`config.mk`:
```
export PLATFORM = sky130hd
export DESIGN_NAME = spi_diag_compact_control
export DESIGN_NICKNAME = d
export VERILOG_FILES = /design/src/hdl/spi_frame_shifter.v /design/src/hdl/spi_diag_compact_control.v
export VERILOG_INCLUDE_DIRS = /design/src /design/src/hdl
export SDC_FILE = /design/constraint.sdc
export NUM_CORES = 1
export LEC_CHECK = 0
export ABC_CLOCK_PERIOD_IN_PS = 4059
export BUFFER_PORTS_ARGS = -buffer_cell sky130_fd_sc_hd__buf_2
export CORE_MARGIN = 5
export CORE_UTILIZATION = 40
export CTS_BUF_LIST = sky130_fd_sc_hd__clkbuf_4 sky130_fd_sc_hd__clkbuf_8
export CTS_CLUSTER_SIZE = 16
export DETAILED_ROUTE_END_ITERATION = 10
export GPL_TIMING_DRIVEN = 0
export PLACE_DENSITY = 0.61
export SETUP_SLACK_MARGIN = 0.15
export SLEW_MARGIN = 5
export SYNTH_ARGS = -nofsm -noshare
export SYNTH_HDL_FRONTEND = slang
export SYNTH_SLANG_ARGS = --single-unit
```
`constraint.sdc`:
```
create_clock -name ref_clk -period 4.06 [get_ports ref_clk]
set_clock_uncertainty 0.05 [all_clocks]
set_input_delay 0.609 -clock ref_clk [delete_from_list [all_inputs] [get_ports ref_clk]]
set_output_delay 0.609 -clock ref_clk [all_outputs]
set_load 0.005 [all_outputs]
```
`src/hdl/diag_ctrl_regs.vh`:
```
// Frame layout, command codes and reset values for the diagnosis block
`ifndef DIAG_CTRL_REGS_VH
`define DIAG_CTRL_REGS_VH

// ----------------------------------------------------------------
// Frame geometry
// ----------------------------------------------------------------
`define FRAME_BITS      5'd16
`define BYTE_BITS       5'd7
`define OVERRUN_BITS    5'd17

// ----------------------------------------------------------------
// Command families (first nibble of a frame)
// ----------------------------------------------------------------
`define CMD_COMPACT     4'h1
`define CMD_BANK        4'h2

// ----------------------------------------------------------------
// Compact select codes (second nibble)
// ----------------------------------------------------------------
`define SEL_CLEAR       4'h0
`define SEL_VIEW1       4'h1
`define SEL_VIEW2       4'h2
`define SEL_VIEW3       4'h3

// ----------------------------------------------------------------
// Bank command codes (second nibble)
// ----------------------------------------------------------------
`define BANK_RD_A       4'h0
`define BANK_RD_B       4'h1
`define BANK_CLR_A      4'h2
`define BANK_CLR_B      4'h3

// ----------------------------------------------------------------
// Fields and reset values
// ----------------------------------------------------------------
`define BANK_PATTERN    3'b001
`define CODE_OK         2'b11
`define VIEW2_FILL      2'b11
`define VIEW2_CLEARED   8'h3f
`define BANK_B_UNUSED   4'h0
`define OUT_RST         10'h000
`define ISA_RST         10'h000
`define ISB_RST         10'h000
`define OPS_RST         8'h00

`endif

```
`src/hdl/spi_frame_shifter.v`:
```
// Sampled 16-bit SPI slave shifter with mid-frame low byte reload
`timescale 1ns/1ps
`include "diag_ctrl_regs.vh"

module spi_frame_shifter (
    // Clock and reset
    input  wire        ref_clk,
    input  wire        srst,
    // SPI pins
    input  wire        cs_n_pin,
    input  wire        sclk_pin,
    input  wire        si_pin,
    output wire        so_out,
    output wire        so_oe,
    // Frame data
    input  wire [15:0] tx_word,
    input  wire [7:0]  low_byte,
    input  wire        low_load,
    output wire        frame_start,
    output wire        byte_done,
    output wire        frame_done,
    output wire [15:0] rx_word
);

// ----------------------------------------------------------------
// Pin synchronisers
// ----------------------------------------------------------------
reg         cs_meta_ff;
reg         cs_sync_ff;
reg         cs_prev_ff;
reg         sclk_meta_ff;
reg         sclk_sync_ff;
reg         sclk_prev_ff;
reg         si_meta_ff;
reg         si_sync_ff;
reg  [4:0]  count_ff;
reg  [15:0] rx_ff;
reg  [15:0] tx_ff;
reg         byte_ff;
reg         oe_ff;
wire        active;
wire        sclk_rise;
wire        sclk_fall;

// Two flops per pin; SI delayed like SCLK so they stay aligned
always @(posedge ref_clk) begin
    if (srst) begin
        cs_meta_ff   <= 1'b1;
        cs_sync_ff   <= 1'b1;
        cs_prev_ff   <= 1'b1;
        sclk_meta_ff <= 1'b0;
        sclk_sync_ff <= 1'b0;
        sclk_prev_ff <= 1'b0;
        si_meta_ff   <= 1'b0;
        si_sync_ff   <= 1'b0;
    end else begin
        cs_meta_ff   <= cs_n_pin;
        cs_sync_ff   <= cs_meta_ff;
        cs_prev_ff   <= cs_sync_ff;
        sclk_meta_ff <= sclk_pin;
        sclk_sync_ff <= sclk_meta_ff;
        sclk_prev_ff <= sclk_sync_ff;
        si_meta_ff   <= si_pin;
        si_sync_ff   <= si_meta_ff;
    end
end

// Edge detection on synchronised levels only
assign active      = ~cs_sync_ff;
assign sclk_rise   = active & sclk_sync_ff & ~sclk_prev_ff;
assign sclk_fall   = active & ~sclk_sync_ff & sclk_prev_ff;
assign frame_start = cs_prev_ff & ~cs_sync_ff;
assign frame_done  = ~cs_prev_ff & cs_sync_ff & (count_ff == `FRAME_BITS);

// ----------------------------------------------------------------
// Shift registers
// ----------------------------------------------------------------
// Full-duplex shift
always @(posedge ref_clk) begin
    if (srst) begin
        count_ff <= 5'd0;
        rx_ff    <= 16'h0000;
        tx_ff    <= 16'h0000;
        byte_ff  <= 1'b0;
        oe_ff    <= 1'b0;
    end else begin
        oe_ff   <= active;
        byte_ff <= sclk_rise & (count_ff == `BYTE_BITS);
        if (frame_start) begin
            count_ff <= 5'd0;
            rx_ff    <= 16'h0000;
            tx_ff    <= tx_word;
        end else begin
            // Count stops past 16 so overlong frames are dropped
            if (sclk_rise) begin
                rx_ff <= {rx_ff[14:0], si_sync_ff};
                if (count_ff != `OVERRUN_BITS)
                    count_ff <= count_ff + 5'd1;
            end
            // Reload after 7 shifts, so bit 7 appears next fall
            if (low_load)
                tx_ff[14:7] <= low_byte;
            else if (sclk_fall && count_ff != 5'd0)
                tx_ff <= {tx_ff[14:0], 1'b0};
        end
    end
end

assign so_out    = tx_ff[15];
assign so_oe     = oe_ff;
assign byte_done = byte_ff;
assign rx_word   = rx_ff;

endmodule // spi_frame_shifter

```
`src/hdl/spi_diag_compact_control.v`:
```
// Diagnosis banks, compact control commands and SPI response builder
`timescale 1ns/1ps
`include "diag_ctrl_regs.vh"

// Function
// - Compact command selects a diagnosis view and sets pins of ch 7-10.
// - Pin-set bits 3:0 pick parallel (1) or serial (0) per channel.
// - Pin-set bits 7:4 switch channels 7 to 10 on (1) or off (0).
// - Pin-set byte updates source banks and switch register, also kept for feedback.
// - Per-channel code: 11 ok, 10 on-fault, 01 open, 00 short; default 11.
// - A new fault code overwrites the stored code of that channel.
// - Sent diagnosis is latched at chip select fall of its frame.
// - Bank answer: parity bit 15, 001 in 14:12, bank in 11:0.
// - Every received frame is answered by a full simultaneous frame.
// - First received byte picks second response byte of same frame.
// - Second received byte picks first response byte of next frame.
// - View 2 bits 7:6 flag any fault stored in views 1 and 3.
// - Feedback echoes previous on/off bit or pin level at select fall.
// - Clear command empties both banks; present faults return at once.
module spi_diag_compact_control (
    // Clock and reset
    input  wire        ref_clk,
    input  wire        srst,
    // SPI pins
    input  wire        cs_n_pin,
    input  wire        sclk_pin,
    input  wire        si_pin,
    output wire        so_out,
    output wire        so_oe,
    // Fault detectors, same clock domain
    input  wire [9:0]  fault_valid,
    input  wire [19:0] fault_code,
    // Parallel input pins of channels 7 to 10
    input  wire [3:0]  in_pin,
    // Channel control state
    output wire [9:0]  channel_switch_register,
    output wire [9:0]  source_select_bank_a,
    output wire [9:0]  source_select_bank_b,
    // Diagnosis state
    output wire [11:0] diag_status_bank_a,
    output wire [11:0] diag_status_bank_b
);

// ----------------------------------------------------------------
// Declarations
// ----------------------------------------------------------------
localparam [1:0] RESP_NONE     = 2'd0;
localparam [1:0] RESP_FEEDBACK = 2'd1;
localparam [1:0] RESP_BANK_A   = 2'd2;
localparam [1:0] RESP_BANK_B   = 2'd3;

reg  [1:0]  resp_ff;
reg  [1:0]  nxt_resp;
reg  [1:0]  pend_clr_ff;
reg  [1:0]  nxt_pend_clr;
reg  [7:0]  last_ops_ff;
reg  [7:0]  nxt_last_ops;
reg  [9:0]  sw_ff;
reg  [9:0]  nxt_sw;
reg  [9:0]  isa_ff;
reg  [9:0]  nxt_isa;
reg  [9:0]  isb_ff;
reg  [9:0]  nxt_isb;
reg  [19:0] snap_ff;
reg  [3:0]  pin_meta_ff;
reg  [3:0]  pin_sync_ff;
reg  [15:0] tx_word;
reg  [7:0]  low_byte;
reg         low_load;
reg         clr_a;
reg         clr_b;
wire [19:0] codes;
wire [11:0] bank_a;
wire [11:0] bank_b;
wire [3:0]  fb_bits;
wire [7:0]  feedback;
wire        frame_start;
wire        byte_done;
wire        frame_done;
wire [15:0] rx_word;
wire [3:0]  first_family;
wire [3:0]  first_sel;

// ----------------------------------------------------------------
// Helper functions
// ----------------------------------------------------------------
// A channel is fault free only when both code bits are one
function any_fault;
    input [7:0] view;
    begin
        any_fault = ~&view;
    end
endfunction

// Builds one of the three output views from a bank snapshot
function [7:0] view_of;
    input [3:0]  sel;
    input [19:0] snap;
    begin
        case (sel)
            `SEL_VIEW1: view_of = snap[7:0];
            `SEL_VIEW2: view_of = {any_fault(snap[7:0]),
                                   any_fault(snap[19:12]),
                                   `VIEW2_FILL, snap[11:8]};
            `SEL_VIEW3: view_of = snap[19:12];
            default:    view_of = 8'h00;
        endcase
    end
endfunction

// ----------------------------------------------------------------
// Serial engine
// ----------------------------------------------------------------
spi_frame_shifter u_shifter (
    .ref_clk     (ref_clk),
    .srst        (srst),
    .cs_n_pin    (cs_n_pin),
    .sclk_pin    (sclk_pin),
    .si_pin      (si_pin),
    .so_out      (so_out),
    .so_oe       (so_oe),
    .tx_word     (tx_word),
    .low_byte    (low_byte),
    .low_load    (low_load),
    .frame_start (frame_start),
    .byte_done   (byte_done),
    .frame_done  (frame_done),
    .rx_word     (rx_word)
);

assign first_family = rx_word[7:4];
assign first_sel    = rx_word[3:0];

// ----------------------------------------------------------------
// Diagnosis banks
// ----------------------------------------------------------------
genvar g;
generate
    for (g = 0; g < 10; g = g + 1) begin : chan
        reg  [1:0] code_ff;
        wire       clr_this;
        // Channels 1-6 live in bank A, 7-10 in bank B
        assign clr_this = (g < 6) ? clr_a : clr_b;
        // New fault overwrites; set beats clear
        always @(posedge ref_clk) begin
            if (srst)
                code_ff <= `CODE_OK;
            else if (fault_valid[g])
                code_ff <= fault_code[2*g+1:2*g];
            else if (clr_this)
                code_ff <= `CODE_OK;
        end
        assign codes[2*g+1:2*g] = code_ff;
    end
endgenerate

assign bank_a = codes[11:0];
// Unused upper bits of bank B
assign bank_b = {`BANK_B_UNUSED, codes[19:12]};

// ----------------------------------------------------------------
// Parallel pin sampling
// ----------------------------------------------------------------
// Pins come from outside, two flops before use
always @(posedge ref_clk) begin
    if (srst) begin
        pin_meta_ff <= 4'h0;
        pin_sync_ff <= 4'h0;
    end else begin
        pin_meta_ff <= in_pin;
        pin_sync_ff <= pin_meta_ff;
    end
end

// Parallel channels echo pins, serial ones the last on/off bits
assign fb_bits  = (last_ops_ff[3:0] & pin_sync_ff) |
                  (~last_ops_ff[3:0] & last_ops_ff[7:4]);
assign feedback = {fb_bits, last_ops_ff[3:0]};

// ----------------------------------------------------------------
// Response word loaded at chip select fall
// ----------------------------------------------------------------
// First byte set by the previous frame's command
always @* begin
    case (resp_ff)
        RESP_FEEDBACK: tx_word = {feedback, 8'h00};
        RESP_BANK_A:   tx_word = {^{`BANK_PATTERN, bank_a},
                                  `BANK_PATTERN, bank_a};
        RESP_BANK_B:   tx_word = {^{`BANK_PATTERN, bank_b},
                                  `BANK_PATTERN, bank_b};
        default:       tx_word = 16'h0000;
    endcase
end

// ----------------------------------------------------------------
// Mid-frame decode of the first byte
// ----------------------------------------------------------------
// First byte chooses the low byte of this frame
always @* begin
    low_load = byte_done & (first_family == `CMD_COMPACT);
    if (first_sel == `SEL_CLEAR)
        low_byte = `VIEW2_CLEARED;
    else
        low_byte = view_of(first_sel, snap_ff);
end

// Clears: compact clear mid-frame, bank clears at the next select fall as the answer loads
always @* begin
    clr_a = 1'b0;
    clr_b = 1'b0;
    if (low_load && first_sel == `SEL_CLEAR) begin
        clr_a = 1'b1;
        clr_b = 1'b1;
    end
    // Old contents went out in this frame's load, so clear now
    if (frame_start) begin
        clr_a = clr_a | pend_clr_ff[0];
        clr_b = clr_b | pend_clr_ff[1];
    end
end

// ----------------------------------------------------------------
// End-of-frame command decode
// ----------------------------------------------------------------
always @* begin
    nxt_resp     = resp_ff;
    nxt_pend_clr = pend_clr_ff;
    nxt_last_ops = last_ops_ff;
    nxt_sw       = sw_ff;
    nxt_isa      = isa_ff;
    nxt_isb      = isb_ff;
    if (frame_start)
        nxt_pend_clr = 2'b00;
    if (frame_done) begin
        case (rx_word[15:12])
            `CMD_COMPACT: begin
                // Pin-set byte steers channels 7 to 10
                nxt_resp     = RESP_FEEDBACK;
                nxt_last_ops = rx_word[7:0];
                // On/off bits into the switch register
                nxt_sw[9:6]  = rx_word[7:4];
                // Parallel sets source code 10, serial 00
                nxt_isb[9:6] = rx_word[3:0];
                nxt_isa[9:6] = 4'h0;
            end
            `CMD_BANK: begin
                case (rx_word[11:8])
                    `BANK_RD_A:  nxt_resp = RESP_BANK_A;
                    `BANK_RD_B:  nxt_resp = RESP_BANK_B;
                    `BANK_CLR_A: begin
                        nxt_resp     = RESP_BANK_A;
                        nxt_pend_clr = 2'b01;
                    end
                    `BANK_CLR_B: begin
                        nxt_resp     = RESP_BANK_B;
                        nxt_pend_clr = 2'b10;
                    end
                    default:     nxt_resp = RESP_NONE;
                endcase
            end
            default: nxt_resp = RESP_NONE;
        endcase
    end
end

// ----------------------------------------------------------------
// State registers
// ----------------------------------------------------------------
// Pin-set byte lands in the control banks and in last_ops_ff
always @(posedge ref_clk) begin
    if (srst) begin
        resp_ff     <= RESP_NONE;
        pend_clr_ff <= 2'b00;
        last_ops_ff <= `OPS_RST;
        sw_ff       <= `OUT_RST;
        isa_ff      <= `ISA_RST;
        isb_ff      <= `ISB_RST;
    end else begin
        resp_ff     <= nxt_resp;
        pend_clr_ff <= nxt_pend_clr;
        last_ops_ff <= nxt_last_ops;
        sw_ff       <= nxt_sw;
        isa_ff      <= nxt_isa;
        isb_ff      <= nxt_isb;
    end
end

// Views frozen at select fall for the whole frame
always @(posedge ref_clk) begin
    if (srst)
        snap_ff <= {10{`CODE_OK}};
    else if (frame_start)
        snap_ff <= codes;
end

// ----------------------------------------------------------------
// Outputs
// ----------------------------------------------------------------
assign channel_switch_register = sw_ff;
assign source_select_bank_a    = isa_ff;
assign source_select_bank_b    = isb_ff;
assign diag_status_bank_a      = bank_a;
assign diag_status_bank_b      = bank_b;

endmodule // spi_diag_compact_control

```
==> results by group, run 1 <==
STA
  – Rel. slew slack: 51.9%
  – Tcrit/Tclk final: 53.2%
  – RSZ-0062 raised after global routing: no
  – Final Hold Vio Count: 0
  – Worst slew pin tran: 0.721 ns
  – TNS Setup: 0 ns
  – Fmax: 0.463 GHz
  – Slew Limit Fails: 0
  – Final min period: 2.16 ns
  – Final setup viols: 0

Worst setup path
  – CP Cell Sequence: or3b_1, nor2_1, a32o_1, buf_4, nor3_1, o21bai_1
  – WP data arrival: 2.42 ns
  – CP Data Required Time: 4.32 ns
  – Largest stage delay, worst path: 0.46 ns
  – CP max stage cell: nor2_1
  – Critical Path Sink Type: register
  – Worst setup path start: u_shifter.rx_word[4]
  – Crit path kind: register to register
  – Crit Path Max Fanout: 10
  – Worst R2R Start: u_shifter.rx_word[4]
  – Setup crit start kind: register

Logic synthesis
  – Mapped Area: 0.00502 mm2
  – Area share of the largest cell type after synthesis: 42.7%
  – Most common flop cell mapped by yosys: dfxtp_1
  – Flops & latches, synth: 107
  – Post-synth ARST share: 0%
  – Seq/Total Area, Yosys: 42.7%
  – Warning count from the yosys run: 0
  – EDFF count, synth: 0
  – Area contributors post-synth: dfxtp_1 (43%), nand2_1 (7.1%), nor2b_1 (4.6%), buf_4 (4.0%), a21oi_1 (3.6%)
  – Cell variety after synth: 52
  – Gate Count Post-Synth: 586
  – Syn Area/Cell: 8.57 um2
  – Area leader, netlist: dfxtp_1

Routing
  – Residual DRC count: 0
  – Average wire per standard cell: 15.7 um
  – Post-Route WL: 13600 um
  – Drt pass-1 iters: 5
  – Routed vias: 4361
  – 1st-iter DRT viols: 309
  – Post-DRT Antenna Nets: 0
  – Vias per std cell: 5.03

Clocking
  – CTS H-tree lvls: 3
  – CTS tree: done
  – Worst skew pair latency: 0.38 ns
  – CTS Buffer Depth: 2
  – CTS Sinks: 107
  – CTS buffer count: 9
  – Clock transition at path regs: 0.10 ns
  – Cts hold-fix bufs: 0
  – Clock Tree Root: clkbuf_8
  – Post-CTS setup buffers: 0
  – Post-cts resize count: 0

Floorplanning
  – Row count: 41
  – Top Ports: 95
  – Initial Utilization: 40.3%
  – Die Area: 0.0149 mm2
  – Die W: 122 um
  – Core ar.: 0.0125 mm2
  – Chip Height: 122 um

Global routing
  – Pin count of the biggest net entering global routing: 17
  – Antenna violations before repair: 0
  – Vias in the first global route: 4264
  – First-pass GRT wire length: 22100 um
  – Grt total ovfl: 0
  – GRT Total Usage: 19.0%

Place
  – RD Place Congestion: 0.914
  – Placed cells: 851
  – Post-detail-place hpwl: 10400 um
  – Port bufs: 68
  – Post-DP Area: 0.00567 mm2

Job
  – MaxCap Viol Count: 0

Final layout
  – Share of layout cells above drive strength 1: 19.3%
  – Post-route insts no fill: 867
  – Layout Nets: 732
  – Fillers: 1253
  – Final design area excluding fillers: 0.00587 mm2
  – Synthesis-to-layout area growth: 16.8%
  – Final Core Density: 47.1%

Power
  – PwrDens: 339 mW/mm2
  – Pwr Total: 1990 uW
  – Leakage power of the design: 0.00248 uW
  – Peak VDD IR: 152 uV

Run status
  – Status: completed

Min path
  – Hold Crit Class: register to register
  – HP Start: u_shifter.cs_meta_ff
## power by group
part | switching [uW] | total (uW) | leakage [uW] | internal (uW)
combinational | 102 | 209 | 0.00150 | 107
clock | 358 | 664 | 0.000103 | 306
sequential | 34.6 | 1120 | 0.000873 | 1080
total | 494 | 1990 | 0.00248 | 1490
## cell type report
cell class              instances  area, um2  share of cell area [%]
inverters                       3       11.3                   0.192
plain buffers                  59        343                    5.84
flip-flops and latches        107       2140                    36.5
multi-input cells             442       2620                    44.6
clock inverters                 4       48.8                   0.832
repair buffers                 68        340                    5.80
well taps                     172        215                    3.67
diodes                          1       2.50                  0.0427
clock buffers                  11        145                    2.47
## path summary, 6_finish.rpt
check        cells past startpoint  slack (ns)                   end
max                              6        1.90    chan[4].code_ff[1]
min                              1        0.37  u_shifter.cs_sync_ff
max reg2reg                      6        1.90    chan[4].code_ff[1]
min reg2reg                      1        0.37  u_shifter.cs_sync_ff
## cell usage after synthesis, types with 2 or more instances
| library cell | n |
|---|---|
| mux2_2 | 8 |
| a211oi_2 | 3 |
| mux2i_1 | 16 |
| a31oi_1 | 6 |
| nand2b_1 | 9 |
| nor3_1 | 20 |
| buf_2 | 2 |
| or2_2 | 4 |
| a211oi_1 | 3 |
| and3_1 | 2 |
| nand3b_1 | 21 |
| xnor2_1 | 16 |
| a221oi_1 | 3 |
| a32o_1 | 2 |
| nor2b_1 | 37 |
| nor2_1 | 33 |
| xor2_1 | 4 |
| inv_1 | 3 |
| o21ai_0 | 20 |
| buf_4 | 27 |
| ha_1 | 3 |
| a21oi_1 | 36 |
| or3b_1 | 3 |
| clkbuf_1 | 24 |
| o32a_1 | 2 |
| o21bai_1 | 21 |
| dfxtp_1 | 107 |
| nand4_1 | 8 |
| buf_1 | 4 |
| nand3_1 | 15 |
| nand2_1 | 95 |
| a21o_1 | 8 |
| nand3_2 | 2 |
## state kept, by name, summed over array words and instances, names as in the netlist, 2 cells and up
register,cells
pend_clr_ff,2
u_shifter.count_ff,5
snap_ff,20
resp_ff,2
pin_sync_ff,4
u_shifter.rx_word,16
u_shifter.tx_ff,16
pin_meta_ff,4
last_ops_ff,8
chan.code_ff,20
## logic make-up after synthesis
family | synth area share [%]
AO/OA/AOI/OAI | 14.2
other | 0.0747
XOR/XNOR | 3.94
multiplexers | 4.98
adder cells (fa/ha/maj) | 0.748
flip-flops | 42.7
buffers and inverters | 7.05
AND/OR/NAND/NOR | 26.3
## layout by cell type, fill, tap and decap left out, types with 3 or more instances in the layout
| cell | instances |
|---|---|
| nor2b_1 | 37 |
| inv_1 | 3 |
| o21bai_1 | 21 |
| mux2i_1 | 16 |
| nor3_1 | 20 |
| o21ai_0 | 20 |
| buf_4 | 27 |
| a211oi_2 | 3 |
| a21oi_1 | 36 |
| xor2_1 | 4 |
| or3b_1 | 3 |
| clkbuf_1 | 24 |
| dfxtp_1 | 107 |
| a221oi_1 | 3 |
| buf_1 | 4 |
| nand2b_1 | 9 |
| nand3b_1 | 21 |
| conb_1 | 26 |
| clkbuf_8 | 11 |
| buf_2 | 70 |
| nand2_1 | 95 |
| nor2_1 | 33 |
| a21o_1 | 8 |
| xnor2_1 | 16 |
| mux2_2 | 8 |
| ha_1 | 3 |
| or2_2 | 4 |
| nand4_1 | 8 |
| a211oi_1 | 3 |
| nand3_1 | 15 |
| a31oi_1 | 6 |
## per-stage QoR
stage,setup slack (ns),hold WS [ns]
6_report,1.90,0.369
5_1_grt,1.75,0.355
4_1_cts,1.88,0.358
3_5_place_dp,1.87,0.349
3_3_place_gp,1.94,0.342
2_1_floorplan,2.23,0.339
## routing by layer
layer,global-route usage (%),routed length (um),vias to the layer above
met1,26.0,6530,2058
met3,3.11,690,17
li1,-,-,2159
met2,30.2,6160,127
met4,7.07,262,0
met5,0,0,-
## worst max-delay path, delay by kind of cell (launching register included)
kind | cells | cell delay [ns]
DFF | 1 | 0.40
AOI/OAI and AO/OA | 2 | 0.52
buffers and inverters | 1 | 0.21
and+or+nand+nor | 3 | 0.92
Note: power is estimated with default switching activity, not from simulation.
==> inputs of run 2 (changes only) <==
Settings changed: ABC_AREA from default to 1, ABC_CLOCK_PERIOD_IN_PS 4059 to 2100.
Clock period 4.06 ns to 2.1 ns, I/O delays scaled along.
==> run 2 against run 1 <==
  * Total power up 93%
  * Critical path depth rose by 3
  * Non-clock buffer count decreased by 10
  * Cell count grew 14%
  * Synthesized cell count rose by 21%
  * Sequential power increased by 93%
==> results by group, run 2 <==
Power
  – Reg power frac: 56.3% (+0.2 points)
  – Leakage power of the design: 0.00287 uW (+16%)
  – Comb pwr share: 11.3% (+0.8 points)
  – Net switching power: 1020 uW (+110%)
  – Clock Power Share: 32.3% (-1.1 points)
  – Int Pwr: 2800 uW (+88%)
  – Sw frac: 26.7% (+1.9 points)
  – PwrDens: 645 mW/mm2 (+90%)
  – Peak VDD IR: 278 uV (+83%)

Routing
  – Average wire per standard cell: 13.5 um (-14%)
  – Routed vias: 4754 (+9.0%)
  – Drt pass-1 iters: 5 (unchanged)
  – 1st-iter DRT viols: 287 (-7.1%)
  – Post-DRT Antenna Nets: 0 (unchanged)
  – Vias per std cell: 4.81 (-4.4%)
  – Post-Route WL: 13300 um (-2.3%)
  – Residual DRC count: 0 (unchanged)

Final layout
  – # diodes: 0 (-1)
  – Share of layout cells above drive strength 1: 19.6% (+0.28 points)
  – Layout Nets: 855 (+17%)
  – Fillers: 1296 (+3.4%)
  – Top flop regs: chan.code_ff x20, snap_ff x20
  – Synthesis-to-layout area growth: 16.6%
  – Most common cell after layout, fill and taps aside: nand2_1
  – Most frequent cells in the layout: nand2_1 (197), dfxtp_1 (107), inv_1 (77), buf_2 (77), nor2_1 (49)

Min path
  – Hold Crit Class: input port to register

STA
  – Final Worst Setup Slack: 0.372 ns (-1.53 ns)
  – Fmax: 0.579 GHz (+25%)
  – Final setup viols: 0 (unchanged)
  – RSZ-0062 raised after global routing: no
  – TNS Setup: 0 ns (unchanged)
  – Slew Limit Fails: 0 (unchanged)
  – Final min period: 1.73 ns (-0.434 ns)
  – Tcrit/Tclk final: 82.3% (+29 points)
  – Worst slew pin tran: 0.621 ns (-0.101 ns)
  – Rel. slew slack: 58.6% (+6.7 points)
  – Final Hold Vio Count: 0 (unchanged)

Clocking
  – CTS buffer count: 9 (unchanged)
  – Worst skew pair latency: 0.38 ns (about the same)
  – Post-cts resize count: 0 (unchanged)
  – Cts hold-fix bufs: 0 (unchanged)
  – Post-CTS setup buffers: 0 (unchanged)
  – Clock Tree Root: clkbuf_8
  – CTS Sinks: 107 (unchanged)
  – CTS H-tree lvls: 3 (unchanged)
  – Clock transition at path regs: 0.09 ns (about the same)
  – CTS tree: done
  – CTS Buffer Depth: 2 (unchanged)

Place
  – Pre-CTS WS: 0.286 ns (-1.59 ns)
  – Post-detail-place hpwl: 10300 um (-1.5%)
  – RD Place Congestion: 0.863 (-5.5%)
  – Port bufs: 68 (unchanged)

Global routing
  – First-pass GRT wire length: 20900 um (-5.6%)
  – Pin count of the biggest net entering global routing: 17 (unchanged)
  – GRT Total Usage: 17.7% (-1.3 points)
  – Grt total ovfl: 0 (unchanged)
  – Antenna violations before repair: 0 (unchanged)
  – Vias in the first global route: 4305 (+0.96%)

Logic synthesis
  – Area contributors post-synth: dfxtp_1 (42%), nand2_1 (15%), inv_1 (5.7%), buf_4 (3.8%), nor2_1 (3.6%)
  – Flops & latches, synth: 107 (unchanged)
  – Most common flop cell mapped by yosys: dfxtp_1
  – Xor/xnor share of the synthesized area: 0.516% (-3.4 points)
  – Mux contribution to synthesized area: 0% (-5.0 points)
  – Synth Area in Adders: 0.738% (-0.0099 points)
  – Cell with the most instances after synthesis: nand2_1
  – Warning count from the yosys run: 0 (unchanged)
  – Seq/Total Area, Yosys: 42.1% (-0.57 points)
  – Most instantiated cells after synthesis: nand2_1 (197), dfxtp_1 (107), inv_1 (77)
  – EDFF count, synth: 0 (unchanged)
  – Area share of the largest cell type after synthesis: 42.1% (-0.57 points)
  – Synth Area in Compound Gates: 15.7% (+1.5 points)
  – Area leader, netlist: dfxtp_1
  – Mapped Area: 0.00509 mm2 (+1.3%)
  – Synth Area in Simple Gates: 27.6% (+1.3 points)
  – Post-synth ARST share: 0% (unchanged)
  – Gate Count Post-Synth: 709 (+21%)
  – Syn Area/Cell: 7.18 um2 (-16%)
  – Main combinational cell family by area after synthesis: simple AND/OR/NAND/NOR gates
  – Cell variety after synth: 45 (-13%)

Floorplanning
  – Die Area: 0.0151 mm2 (+1.2%)
  – Initial Utilization: 40.5% (+0.21 points)
  – Top Ports: 95 (unchanged)
  – Die W: 123 um (+0.61%)
  – Row count: 41 (unchanged)
  – Chip Height: 123 um (+0.61%)
  – Core ar.: 0.0126 mm2 (+0.82%)

Worst setup path
  – Critical Path Sink Type: register
  – CP max stage cell: dfxtp_1
  – Setup crit start kind: register
  – CP Cell Sequence: inv_1, ha_1, inv_1, nor2_1, nand2_1, nand4_2, o21ai_4, nand2_1, a31oi_1
  – WP data arrival: 1.98 ns (-0.44 ns)
  – Crit path kind: register to register
  – CP Data Required Time: 2.35 ns (-1.97 ns)
  – Crit Path Max Fanout: 8 (-2)
  – WP buf/inv: 2 (+1)
  – Largest stage delay, worst path: 0.38 ns (-0.08 ns)
  – Top Family by Delay on Critical Path: compound AO/OA/AOI/OAI gates

Job
  – MaxCap Viol Count: 0 (unchanged)

Run status
  – Status: completed
run 2: cell types whose count changed in the layout (fill, tap and decap cells not counted), sizes merged, moves of 10 or more:
cell	previous run	this run
xnor2	16	3
nand3b	21	0
nand2	95	205
nand3	17	34
o21ai	20	43
inv	4	89
mux2i	16	0
nor3	21	9
clkbuf	36	20
nor2b	37	0
nor2	33	57
o211ai	1	11
o22ai	0	26
o21bai	21	0
run 2: power groups by stage:
stage | clock, uW | combinational [uW] | sequential, uW
2_1_floorplan | 0 | 302 | 2190
3_3_place_gp | 0 | 417 | 2200
3_5_place_dp | 0 | 430 | 2200
4_1_cts | 1260 | 431 | 2160
5_1_grt | 1330 | 491 | 2170
6_report | 1240 | 433 | 2160
run 2: path summary, 6_finish.rpt:
path	slack, ns	from	end	cells past startpoint
max	0.37	u_shifter.count_ff[0]	u_shifter.tx_ff[2]	9
min	0.07	cs_n_pin	u_shifter.cs_meta_ff	2
min reg2reg	0.35	pin_meta_ff[0]	pin_sync_ff[0]	2
max reg2reg	0.37	u_shifter.count_ff[0]	u_shifter.tx_ff[2]	9
run 2: metrics by stage:
step,util [%],power (uW),hold WS [ns],instances,instance area (um2)
2_1_floorplan,-,2490,0.338,734,5180
3_3_place_gp,45.7,2620,0.343,974,5740
3_5_place_dp,45.7,2630,0.345,974,5740
4_1_cts,47.1,3850,0.0521,989,5920
5_1_grt,47.2,3990,0.0629,989,5930
6_report,47.2,3830,0.0657,989,5930
run 2: layout make-up:
class / instances / area [um2] / area share, %
timing repair buffer: 68 / 340 / 5.74
multi-input combinational: 490 / 2370 / 40.0
tap: 172 / 215 / 3.63
buffer: 49 / 335 / 5.65
inverter: 88 / 338 / 5.70
clock inverter: 3 / 21.3 / 0.359
clock buffer: 12 / 165 / 2.78
sequential: 107 / 2140 / 36.1
run 2: kinds of logic after synthesis:
family	after synthesis
adder cells (fa/ha/maj)	3
flip-flops	107
AO/OA/AOI/OAI	136
AND/OR/NAND/NOR	322
XOR/XNOR	3
buffers and inverters	137
other	1
run 2: layer usage:
layer | routed length (um) | GRT usage [%] | part of all wire (%) | vias to the layer above
met5 | 0 | 0 | 0 | -
met4 | 194 | 6.44 | 1.5 | 0
met3 | 722 | 2.40 | 5.4 | 16
met2 | 6000 | 27.8 | 45 | 135
met1 | 6420 | 24.7 | 48 | 2150
li1 | - | - | - | 2453
==> inputs of run 3 (changes only) <==
Settings changed: ABC_AREA 1 to 0, ABC_CLOCK_PERIOD_IN_PS 2100 to 1600.
Clock period 2.1 ns to 1.6 ns, I/O delays scaled along.
==> run 3 against run 2 <==
  * The run now ends with negative setup slack left
  * Maximum frequency shrank 10%
  * Utilization is 5.6 points higher
  * Worst hold slack got worse by 0.050 ns
  * Die area fell by 1.2%
  * Cell count fell by 8.8%
  * First-iteration DRC count increased by 26%
  * Sequential power increased by 31%
  * Wire length up 6.5%
  * Critical endpoint is now u_shifter.tx_ff[12]
  * Sequential share of layout area is 3.1 points lower
==> results by group, run 3 (synthesis results as in run 1) <==
STA
  – TNS Setup: -5.71 ns (-5.71 ns)
  – Final Worst Setup Slack: -0.320 ns (-0.691 ns)
  – Rel. slew slack: 55.1% (-3.5 points)
  – Tcrit/Tclk final: 120% (+38 points)
  – Fin Hold WS: 0.0153 ns (-0.0504 ns)
  – Slew Limit Fails: 0 (unchanged)
  – Worst slew pin tran: 0.674 ns (+0.0529 ns)
  – Final setup viols: 28 (+28)
  – Fmax: 0.521 GHz (-10%)
  – RSZ-0062 raised after global routing: yes
  – Final Hold Vio Count: 0 (unchanged)
  – Final min period: 1.92 ns (+0.191 ns)

Global routing
  – First-pass GRT wire length: 22800 um (+9.0%)
  – Vias in the first global route: 4393 (+2.0%)
  – Grt total ovfl: 0 (unchanged)
  – GRT Total Usage: 19.6% (+1.9 points)
  – Antenna violations before repair: 0 (unchanged)
  – Pin count of the biggest net entering global routing: 18 (+1)

Floorplanning
  – Chip Height: 122 um (-0.61%)
  – Die Area: 0.0149 mm2 (-1.2%)
  – Row count: 41 (unchanged)
  – Core ar.: 0.0125 mm2 (-0.82%)
  – Top Ports: 95 (unchanged)
  – Initial Utilization: 40.3% (-0.21 points)
  – Die W: 122 um (-0.61%)

Worst setup path
  – WP data arrival: 2.13 ns (+0.15 ns)
  – Reg2Reg Depth: 8 (-1)
  – CP Data Required Time: 1.81 ns (-0.54 ns)
  – Crit path kind: register to register
  – Setup crit start kind: register
  – Crit Path Max Fanout: 4 (-4)
  – Critical Path Sink Type: register

Final layout
  – Fillers: 1167 (-10%)
  – Synthesis-to-layout area growth: 31.1%
  – # diodes: 0 (unchanged)
  – Final Core Density: 52.8% (+5.6 points)
  – Top flop regs: chan.code_ff x20, snap_ff x20
  – Most frequent cells in the layout: dfxtp_1 (95), nand2_1 (93), buf_2 (72)
  – Layout Nets: 767 (-10%)
  – Register Area: 0.00217 mm2 (+1.4%)
  – Share of layout cells above drive strength 1: 33.2% (+14 points)
  – Multi-input gate area: 0.00288 mm2 (+21%)
  – Most common cell after layout, fill and taps aside: dfxtp_1
  – Post-route insts no fill: 902 (-8.8%)

Power
  – Sw frac: 25.0% (-1.7 points)
  – Clock Power Share: 35.6% (+3.3 points)
  – Peak VDD IR: 363 uV (+30%)
  – Net switching power: 1320 uW (+29%)
  – Int Pwr: 3960 uW (+41%)
  – PwrDens: 803 mW/mm2 (+24%)
  – Leakage power of the design: 0.00282 uW (-1.9%)
  – Reg power frac: 53.6% (-2.7 points)
  – Comb pwr share: 10.8% (-0.5 points)

Job
  – MaxCap Viol Count: 0 (unchanged)

Min path
  – Hold Path Depth: 2 (unchanged)
  – Hold Crit Class: input port to register

Routing
  – Routed vias: 4488 (-5.6%)
  – Vias per std cell: 4.98 (+3.5%)
  – Post-DRT Antenna Nets: 0 (unchanged)
  – 1st-iter DRT viols: 362 (+26%)
  – Drt pass-1 iters: 5 (unchanged)
  – Post-Route WL: 14200 um (+6.5%)
  – Average wire per standard cell: 15.7 um (+17%)
  – Residual DRC count: 0 (unchanged)

Place
  – RD Place Congestion: 0.898 (+4.0%)
  – Post-detail-place hpwl: 10300 um (-0.28%)
  – Placed cells: 851 (-13%)
  – Port bufs: 68 (unchanged)

Run status
  – Failing checks: negative setup slack
  – Status: finished, violations left

Clocking
  – CTS Sinks: 107 (unchanged)
  – CTS H-tree lvls: 3 (unchanged)
  – CTS tree: done
  – Worst skew pair latency: 0.38 ns (about the same)
  – CTS buffer count: 9 (unchanged)
  – CTS Buffer Depth: 2 (unchanged)
  – Clock transition at path regs: 0.10 ns (about the same)
  – Clock Tree Root: clkbuf_8
## run 3: final timing paths
path	from	to	slack, ns
worst max register to register	u_shifter.count_ff[1]	u_shifter.tx_ff[12]	-0.32
worst max-delay path	u_shifter.count_ff[1]	u_shifter.tx_ff[12]	-0.32
worst min register to register	u_shifter.cs_meta_ff	u_shifter.cs_sync_ff	0.37
worst min-delay path	in_pin[3]	pin_meta_ff[3]	0.02
## run 3: final cells by class
cell class                      instances  area share [%]
Timing Repair Buffer                  103            10.3
Inverter                                3           0.171
Multi-Input combinational cell        442            43.8
Clock buffer                           11            2.11
Buffer                                 59            6.04
Clock inverter                          5            1.27
Tap cell                              172            3.27
Sequential cell                       107            33.0
## run 3: critical path: stages (launching register included)
cell,delay (ns)
dfxtp_2,0.34
inv_2,0.07
ha_4,0.13
or4b_4,0.49
nand3_4,0.12
buf_6,0.13
mux2i_1,0.22
a2bb2oi_1,0.17
a21oi_1,0.08
## run 3: stage by stage
step	power [uW]	setup WS [ns]	area, um2
after floorplan	3220	-0.182	5190
after global placement	3410	-0.405	5740
after detailed placement	3420	-0.467	5740
after CTS	5300	-0.301	6480
after global routing	5500	-0.374	6580
final	5280	-0.320	6580
## run 3: timing repair
action,CTS,global route
cloned,1,0
buffers inserted,27,3
pin swaps,34,9
gates resized for setup,68,33
endpoints found under the hold margin,4,0
hold buffers,4,0
setup endpoints to repair,85,89
## run 3: per-layer routing
| layer | global-route usage [%] | share of wire, % |
|---|---|---|
| met3 | 3.25 | 5.2 |
| met2 | 32.4 | 48 |
| met4 | 5.53 | 1.5 |
| met1 | 26.4 | 46 |
| met5 | 0 | 0 |
## run 3: power by group through the flow
stage               Combinational, uW  Sequential [uW]  Clock, uW
global placement                  514             2890          0
CTS                               557             2830       1920
global route                      628             2840       2030
detailed placement                524             2890          0
finish                            570             2830       1880
floorplan                         358             2860          0
